## config.mk

```make
export PLATFORM = sky130hd
export DESIGN_NAME = sfspi_front_end
export DESIGN_NICKNAME = d
export VERILOG_FILES = /design/src/hdl/sfspi_pkg.sv /design/src/hdl/sfspi_front_end.sv
export SDC_FILE = /design/constraint.sdc
export NUM_CORES = 1
export LEC_CHECK = 0
export ABC_CLOCK_PERIOD_IN_PS = 2400
export BUFFER_PORTS_ARGS = -buffer_cell sky130_fd_sc_hd__buf_2
export CAP_MARGIN = 0
export CORE_AREA = 4 4 78 80
export CTS_BUF_LIST = sky130_fd_sc_hd__clkbuf_4 sky130_fd_sc_hd__clkbuf_8 sky130_fd_sc_hd__clkbuf_16
export DETAILED_ROUTE_END_ITERATION = 8
export DIE_AREA = 0 0 82 84
export PLACE_DENSITY = 0.78
export SYNTH_ARGS = -nofsm -noshare
export SYNTH_HDL_FRONTEND = slang
export SYNTH_SLANG_ARGS = --single-unit
```

## constraint.sdc

```tcl
create_clock -name ref_clk -period 2.4 [get_ports ref_clk]
set_input_delay 0.24 -clock ref_clk [delete_from_list [all_inputs] [get_ports ref_clk]]
set_output_delay 0.24 -clock ref_clk [all_outputs]
set_load 0.02 [all_outputs]
```

## src/hdl/sfspi_pkg.sv

```systemverilog
// package of constants and carrier types for the serial flash front end
package sfspi_pkg;

  // ----------------------------------------
  // sizes and reset values
  // ----------------------------------------
  localparam int SFSPI_BYTE_W = 8;
  localparam int SFSPI_BIT_CNT_W = 3;
  localparam logic [2:0] SFSPI_BIT_LAST = 3'h7;
  localparam logic [2:0] SFSPI_PAIR_LAST = 3'h3;
  localparam logic [2:0] SFSPI_CNT_RST = 3'h0;
  localparam logic [7:0] SFSPI_BYTE_RST = 8'h00;
  localparam int SFSPI_SYNC_STAGES = 2;
  localparam logic [2:0] SFSPI_SYNC_RST = 3'h7;

  // ----------------------------------------
  // carrier types
  // ----------------------------------------
  typedef struct packed {
    logic [7:0] data;
    logic first;
  } sfspi_rx_t;

  typedef struct packed {
    logic [7:0] data;
    logic dual;
  } sfspi_tx_t;

  typedef enum logic [3:0] {
    SFSPI_STANDBY = 4'h1,
    SFSPI_ACTIVE = 4'h2,
    SFSPI_BUSY_WAIT = 4'h4,
    SFSPI_SPARE = 4'h8
  } sfspi_state_t;

endpackage

```

## src/hdl/sfspi_front_end.sv

```systemverilog
// pin-level serial front end of the flash: framing, shifting, dual output
module sfspi_front_end
  import sfspi_pkg::*;
(
  input wire logic ref_clk,
  input wire logic rst,
  input wire logic csPinN,
  input wire logic sckPin,
  input wire logic dualDataLowLineIn,
  output logic dualDataLowLineOut,
  output logic dualDataLowLineOe,
  output logic dualDataHighLineOut,
  output logic dualDataHighLineOe,
  output logic rxValid,
  output sfspi_rx_t rxWord,
  input wire logic rxReady,
  input wire logic txValid,
  input wire sfspi_tx_t txWord,
  output logic txReady,
  input wire logic internalBusy,
  output logic opStart,
  output logic opEnd,
  output logic selected,
  output logic standby
);

  // ----------------------------------------
  // pin synchronisers
  // ----------------------------------------
  logic [2:0] syncA_reg, syncA_next;
  logic [2:0] syncB_reg, syncB_next;
  logic csS, sckS, siS, csPrev_reg, csPrev_next, sckPrev_reg, sckPrev_next;

  always_comb begin
    syncA_next = {csPinN, sckPin, dualDataLowLineIn};
    syncB_next = syncA_reg;
    csPrev_next = syncB_reg[2];
    sckPrev_next = syncB_reg[1];
  end

  always_ff @(posedge ref_clk) begin
    if (rst) begin
      syncA_reg <= SFSPI_SYNC_RST;
      syncB_reg <= SFSPI_SYNC_RST;
      csPrev_reg <= 1'b1;
      sckPrev_reg <= 1'b1;
    end else begin
      syncA_reg <= syncA_next;
      syncB_reg <= syncB_next;
      csPrev_reg <= csPrev_next;
      sckPrev_reg <= sckPrev_next;
    end
  end

  assign csS = syncB_reg[2];
  assign sckS = syncB_reg[1];
  assign siS = syncB_reg[0];

  logic csFall, csRise, sckRise, sckFall;
  assign csFall = csPrev_reg & ~csS;
  assign csRise = ~csPrev_reg & csS;
  // edges only count while selected; idle level of sck is irrelevant
  assign sckRise = ~csS & ~sckPrev_reg & sckS;
  assign sckFall = ~csS & sckPrev_reg & ~sckS;

  // ----------------------------------------
  // receive buffer, two entries
  // ----------------------------------------
  sfspi_rx_t buf_reg [2];
  sfspi_rx_t buf_next [2];
  logic [1:0] cnt_reg, cnt_next;
  logic push, rxValid_reg, rxValid_next;
  sfspi_rx_t pushWord;

  always_comb begin
    buf_next = buf_reg;
    cnt_next = cnt_reg;
    if (rxValid && rxReady) begin
      buf_next[0] = buf_reg[1];
      cnt_next = cnt_next - 2'h1;
    end
    if (push && cnt_reg != 2'h2) begin
      buf_next[cnt_next[0]] = pushWord;
      cnt_next = cnt_next + 2'h1;
    end
    rxValid_next = cnt_next != 2'h0;
  end

  always_ff @(posedge ref_clk) begin
    if (rst) begin
      buf_reg[0] <= '0;
      buf_reg[1] <= '0;
      cnt_reg <= 2'h0;
      rxValid_reg <= 1'b0;
    end else begin
      buf_reg <= buf_next;
      cnt_reg <= cnt_next;
      rxValid_reg <= rxValid_next;
    end
  end

  assign rxValid = rxValid_reg;
  assign rxWord = buf_reg[0];

  // ----------------------------------------
  // framing and shifting
  // ----------------------------------------
  sfspi_state_t state_reg, state_next;
  logic [2:0] rxCnt_reg, rxCnt_next, txCnt_reg, txCnt_next;
  logic [7:0] rxSh_reg, rxSh_next, txSh_reg, txSh_next;
  logic firstByte_reg, firstByte_next, dual_reg, dual_next, txLoaded_reg, txLoaded_next;
  logic loOut_reg, loOut_next, loOe_reg, loOe_next, hiOut_reg, hiOut_next;
  logic hiOe_reg, hiOe_next, start_reg, start_next, end_reg, end_next;
  logic txReady_reg, txReady_next, txRun_reg, txRun_next, txShift;
  assign txShift = sckFall & txLoaded_reg
    & (txRun_reg | (rxCnt_reg == SFSPI_CNT_RST & ~firstByte_reg));

  always_comb begin
    state_next = state_reg;
    rxCnt_next = rxCnt_reg;
    rxSh_next = rxSh_reg;
    txCnt_next = txCnt_reg;
    txSh_next = txSh_reg;
    firstByte_next = firstByte_reg;
    dual_next = dual_reg;
    txLoaded_next = txLoaded_reg;
    loOut_next = loOut_reg;
    loOe_next = loOe_reg;
    hiOut_next = hiOut_reg;
    hiOe_next = hiOe_reg;
    start_next = 1'b0;
    end_next = 1'b0;
    txReady_next = 1'b0;
    txRun_next = txRun_reg;
    push = 1'b0;
    pushWord = {rxSh_next, firstByte_reg};
    case (state_reg)
      SFSPI_STANDBY, SFSPI_BUSY_WAIT: begin
        if (state_reg == SFSPI_BUSY_WAIT && !internalBusy) begin
          state_next = SFSPI_STANDBY;
        end
        if (csFall) begin
          state_next = SFSPI_ACTIVE;
          start_next = 1'b1;
          rxCnt_next = SFSPI_CNT_RST;
          txCnt_next = SFSPI_CNT_RST;
          firstByte_next = 1'b1;
          txLoaded_next = 1'b0;
          dual_next = 1'b0;
          txRun_next = 1'b0;
        end
      end
      SFSPI_ACTIVE: begin
        if (!txLoaded_reg && txValid) begin
          txSh_next = txWord.data;
          dual_next = txWord.dual;
          txLoaded_next = 1'b1;
          txReady_next = 1'b1;
        end
        if (sckRise) begin
          rxSh_next = {rxSh_reg[6:0], siS};
          rxCnt_next = rxCnt_reg + 3'h1;
          if (rxCnt_reg == SFSPI_BIT_LAST) begin
            push = ~dual_reg;
            pushWord = {rxSh_next, firstByte_reg};
            firstByte_next = 1'b0;
          end
        end
        if (txShift) begin
          txRun_next = 1'b1;
          if (dual_reg) begin
            hiOut_next = txSh_reg[7];
            loOut_next = txSh_reg[6];
            loOe_next = 1'b1;
            hiOe_next = 1'b1;
            txSh_next = {txSh_reg[5:0], 2'b00};
            txCnt_next = txCnt_reg + 3'h1;
            if (txCnt_reg == SFSPI_PAIR_LAST) begin
              txLoaded_next = 1'b0;
              txCnt_next = SFSPI_CNT_RST;
            end
          end else begin
            hiOut_next = txSh_reg[7];
            hiOe_next = 1'b1;
            txSh_next = {txSh_reg[6:0], 1'b0};
            txCnt_next = txCnt_reg + 3'h1;
            if (txCnt_reg == SFSPI_BIT_LAST) begin
              txLoaded_next = 1'b0;
            end
          end
        end
        if (csRise) begin
          end_next = 1'b1;
          loOe_next = 1'b0;
          hiOe_next = 1'b0;
          txLoaded_next = 1'b0;
          txRun_next = 1'b0;
          state_next = internalBusy ? SFSPI_BUSY_WAIT : SFSPI_STANDBY;
        end
      end
      default: begin
        state_next = SFSPI_STANDBY;
        loOe_next = 1'b0;
        hiOe_next = 1'b0;
      end
    endcase
  end

  always_ff @(posedge ref_clk) begin
    if (rst) begin
      state_reg <= SFSPI_STANDBY;
      rxCnt_reg <= SFSPI_CNT_RST;
      txCnt_reg <= SFSPI_CNT_RST;
      rxSh_reg <= SFSPI_BYTE_RST;
      txSh_reg <= SFSPI_BYTE_RST;
      firstByte_reg <= 1'b0;
      dual_reg <= 1'b0;
      txLoaded_reg <= 1'b0;
      loOut_reg <= 1'b0;
      loOe_reg <= 1'b0;
      hiOut_reg <= 1'b0;
      hiOe_reg <= 1'b0;
      start_reg <= 1'b0;
      end_reg <= 1'b0;
      txReady_reg <= 1'b0;
      txRun_reg <= 1'b0;
    end else begin
      state_reg <= state_next;
      rxCnt_reg <= rxCnt_next;
      txCnt_reg <= txCnt_next;
      rxSh_reg <= rxSh_next;
      txSh_reg <= txSh_next;
      firstByte_reg <= firstByte_next;
      dual_reg <= dual_next;
      txLoaded_reg <= txLoaded_next;
      loOut_reg <= loOut_next;
      loOe_reg <= loOe_next;
      hiOut_reg <= hiOut_next;
      hiOe_reg <= hiOe_next;
      start_reg <= start_next;
      end_reg <= end_next;
      txReady_reg <= txReady_next;
      txRun_reg <= txRun_next;
    end
  end

  assign dualDataLowLineOut = loOut_reg;
  assign dualDataLowLineOe = loOe_reg;
  assign dualDataHighLineOut = hiOut_reg;
  assign dualDataHighLineOe = hiOe_reg;
  assign txReady = txReady_reg;
  assign opStart = start_reg;
  assign opEnd = end_reg;
  assign selected = state_reg[1];
  assign standby = state_reg[0];

  // ----------------------------------------
  // assertions
  // ----------------------------------------
  a_deselect_release: assert property (@(posedge ref_clk) disable iff (rst)
    (csRise && state_reg == SFSPI_ACTIVE) |=> (!dualDataHighLineOe && !dualDataLowLineOe))
    else $error("output enables not released after deselect");
  a_idle_no_drive: assert property (@(posedge ref_clk) disable iff (rst)
    (state_reg != SFSPI_ACTIVE) |-> !dualDataHighLineOe)
    else $error("output pin driven while deselected");
  a_start_edge: assert property (@(posedge ref_clk) disable iff (rst)
    $rose(selected) |-> opStart)
    else $error("selection without start pulse");
  a_end_standby: assert property (@(posedge ref_clk) disable iff (rst)
    (csRise && state_reg == SFSPI_ACTIVE && !internalBusy) |=> standby && opEnd)
    else $error("no standby after deselect");
  a_busy_hold: assert property (@(posedge ref_clk) disable iff (rst)
    (state_reg == SFSPI_BUSY_WAIT && internalBusy && !csFall) |=> !standby)
    else $error("standby entered while busy");
  a_idle_no_rx: assert property (@(posedge ref_clk) disable iff (rst)
    (!selected && !csFall) |=> ($stable(rxSh_reg) && $stable(rxCnt_reg)))
    else $error("bit accepted while deselected");
  a_out_on_fall: assert property (@(posedge ref_clk) disable iff (rst)
    ($changed(dualDataHighLineOut) && selected) |-> $past(sckFall))
    else $error("output changed without falling clock");
  a_dual_drive: assert property (@(posedge ref_clk) disable iff (rst)
    (selected && dual_reg && txShift) |=> dualDataLowLineOe)
    else $error("low line not driven in dual read");

endmodule

```

==> results.json <==
{
  "tritoncts": "yes",
  "reg2regPathDepth": 8,
  "chipHeight_um": 84,
  "synthDistinctLibCells": 48,
  "use_met3_pct": 3.78,
  "gr-total-overflow": 0,
  "hold_path_startpoint": "sckPin",
  "grt-busiest-layer": "met2",
  "clk_pin_slew_ns": 0.07,
  "viasPerCell": 5.69,
  "maxCapViolations": 0,
  "period_share_pct": 83.1,
  "startpoint": "rxCnt_reg[0]",
  "grtUsageMet1_pct": 24.8,
  "final.setup.tns_ns": 0,
  "io_buffers": 35,
  "grt_start_max_net_pins": 50,
  "area_delta_synth_final_pct": 10.9,
  "max-vdd-ir-drop_mv": 0.313,
  "regArea_um2": 1300,
  "synth_seq_area_share_pct": 42.5,
  "dr_total_vias": 2447,
  "relSlewSlack_pct": 63.2,
  "worstPathArrival_ns": 2.24,
  "multi_input_area_um2": 1580,
  "yosysTopAreaCellShare_pct": 42.5,
  "rrSetupSlack_ns": 0.41,
  "timing.rr.start": "rxCnt_reg[0]",
  "wl_per_cell_um": 14.5,
  "place_hpwl_mm": 4.32,
  "cp-start-kind": "flop",
  "end_kind": "flop",
  "die_w_um": 82,
  "power.density_nw_per_um2": 606,
  "nNetsFinal": 378,
  "crit_type": "flop to flop",
  "min_period_ns": 1.99,
  "clk_latency_ns": 0.34,
  "yosysTopAreaCell": "dfxtp_1",
  "grt_first_pass_wirelength_mm": 10.6,
  "ant_nets": 0,
  "io_pins": 36,
  "synth_edf_count": 0,
  "cts_setup_buffers": 0,
  "grt_antenna_before_repair": 0,
  "async_flop_share_pct": 0,
  "hold_path_class": "input pin to flop",
  "synth_area_um2": 3060,
  "place_ws_ns": 0.258,
  "h-tree-depth": 3,
  "whs_path_depth": 2,
  "clockRootBuffer": "clkbuf_8",
  "placementRows": 27,
  "critPathRequiredTime_ns": 2.64,
  "slew_violations": 0,
  "use_met2_pct": 30.5,
  "crit_fanout": 17,
  "yosys_most_used_dff": "dfxtp_1",
  "routabilityCongestion": 0.863,
  "ys_warn_count": 0,
  "avgSynthCellArea_um2": 9.16,
  "fmax_ghz": 0.501,
  "initial_utilization_pct": 56.6,
  "core_area_um2": 5410,
  "finalSetupViolCount": 0,
  "die_area_um2": 6890,
  "fin_worst_skew_ns": 0.00539,
  "synth_fp_nets": 357,
  "fillers": 473,
  "drc": 0,
  "synth.area.top_cells": "dfxtp_1, mux2i_1, nand2_1, a211oi_2, a21oi_1",
  "status": "complete, no violations",
  "tightest_slew_ns": 0.550,
  "fin_ws_ns": 0.406,
  "numCtsBuffers": 9,
  "first_global_vias": 2343,
  "synth-seq-cells": 65,
  "cts_sinks": 65,
  "p_leak_uw": 0.00135,
  "drt-initial-drc-count": 146,
  "hold_violations": 0,
  "num_antenna_cells": 0,
  "layout-drive-gt1-share_pct": 24.6,
  "min_to": "syncA_reg[1]",
  "grtUsageTotal_pct": 19.7,
  "netlist_instances": 334,
  "clk_path_buf_depth": 2,
  "drt-pass1-iter-count": 4,
  "rsz0062_at_grt": "no",
  "routed_wl_mm": 6.22
}
cell families after synthesis:
family	count (synthesis)	synth area share (%)
AO/OA/AOI/OAI	73	18.2
XOR/XNOR	3	0.859
adder cells (fa/ha/maj)	6	2.45
buffers and inverters	37	5.93
flip-flops	65	42.5
multiplexers	25	8.43
AND/OR/NAND/NOR	125	21.6
layout by cell type (no fill, tap or decap), types with 5 or more instances in the layout:
cell type,netlist,layout
nor3_1,9,9
mux2i_1,19,19
a41oi_1,6,6
and3_1,7,7
a311oi_1,8,8
a21oi_1,19,19
clkbuf_8,0,10
ha_1,6,5
or2_2,9,9
nor2_1,21,21
o21ai_0,11,11
buf_2,4,35
dfxtp_1,65,65
nand2b_1,5,5
nand3_1,17,17
buf_4,10,5
nor2b_1,5,5
nand2_1,37,37
mux2_2,6,6
inv_1,6,6
a211oi_2,9,9
routing by layer:
| layer | vias up | wire [um] |
|---|---|---|
| li1 | 1236 | - |
| met1 | 1135 | 2670 |
| met2 | 58 | 3100 |
| met3 | 18 | 264 |
| met4 | 0 | 185 |
| met5 | - | 0 |
where the power goes:
part           switching [uW]  internal, uW
registers                7.78          1090
logic                    41.7          27.5
clock network             401           491
synth_stat cells, types with 2 or more instances:
cell type,instances
a211oi_1,2
a211oi_2,9
a21boi_0,3
a21oi_1,19
a311oi_1,8
a41oi_1,6
and3_1,7
and4bb_2,2
buf_2,4
buf_4,10
clkbuf_1,16
dfxtp_1,65
ha_1,6
inv_1,6
mux2_2,6
mux2i_1,19
nand2_1,37
nand2b_1,5
nand3_1,17
nand3b_1,2
nand4_1,2
nor2_1,21
nor2b_1,5
nor3_1,9
nor4b_1,2
o2111ai_1,2
o21a_1,2
o21ai_0,11
o21ai_1,2
o32ai_1,2
or2_2,9
xor2_1,2
worst max-delay path, cell delays in order, from the launching register on:
cell	delay, ns
dfxtp_1	0.36
ha_1	0.17
ha_1	0.13
and4bb_2	0.27
nand3_4	0.14
inv_2	0.10
ha_2	0.37
nor2_1	0.09
a311oi_1	0.27
worst max path at each step:
stage,cells past startpoint,endpoint
CTS,8,flop
global placement,8,flop
finish,8,flop
floorplan,8,flop
global route,8,flop
detailed placement,8,flop
what timing repair did:
item                       in CTS  in global routing
setup endpoints to repair       0                  1
gates resized for setup         0                  1
hold buffers                    0                  0
stage by stage:
step	cells	hold slack, ns	power, uW	util (%)	cell area, um^2
floorplan	334	0.344	1160	-	3060
global placement	416	0.393	1190	59.3	3210
detailed placement	416	0.393	1190	59.3	3210
CTS	430	0.0689	2070	62.7	3390
global route	430	0.0745	2130	62.8	3390
finish	430	0.0774	2060	62.8	3390
cell type report:
class | instances | area share, %
clock buffer | 10 | 4.06
clock inverter | 4 | 1.33
inverter | 7 | 0.775
multi-input combinational | 232 | 46.6
sequential | 65 | 38.4
tap | 72 | 2.66
timing repair buffer | 40 | 6.27
(Power assumes the default switching activity.)
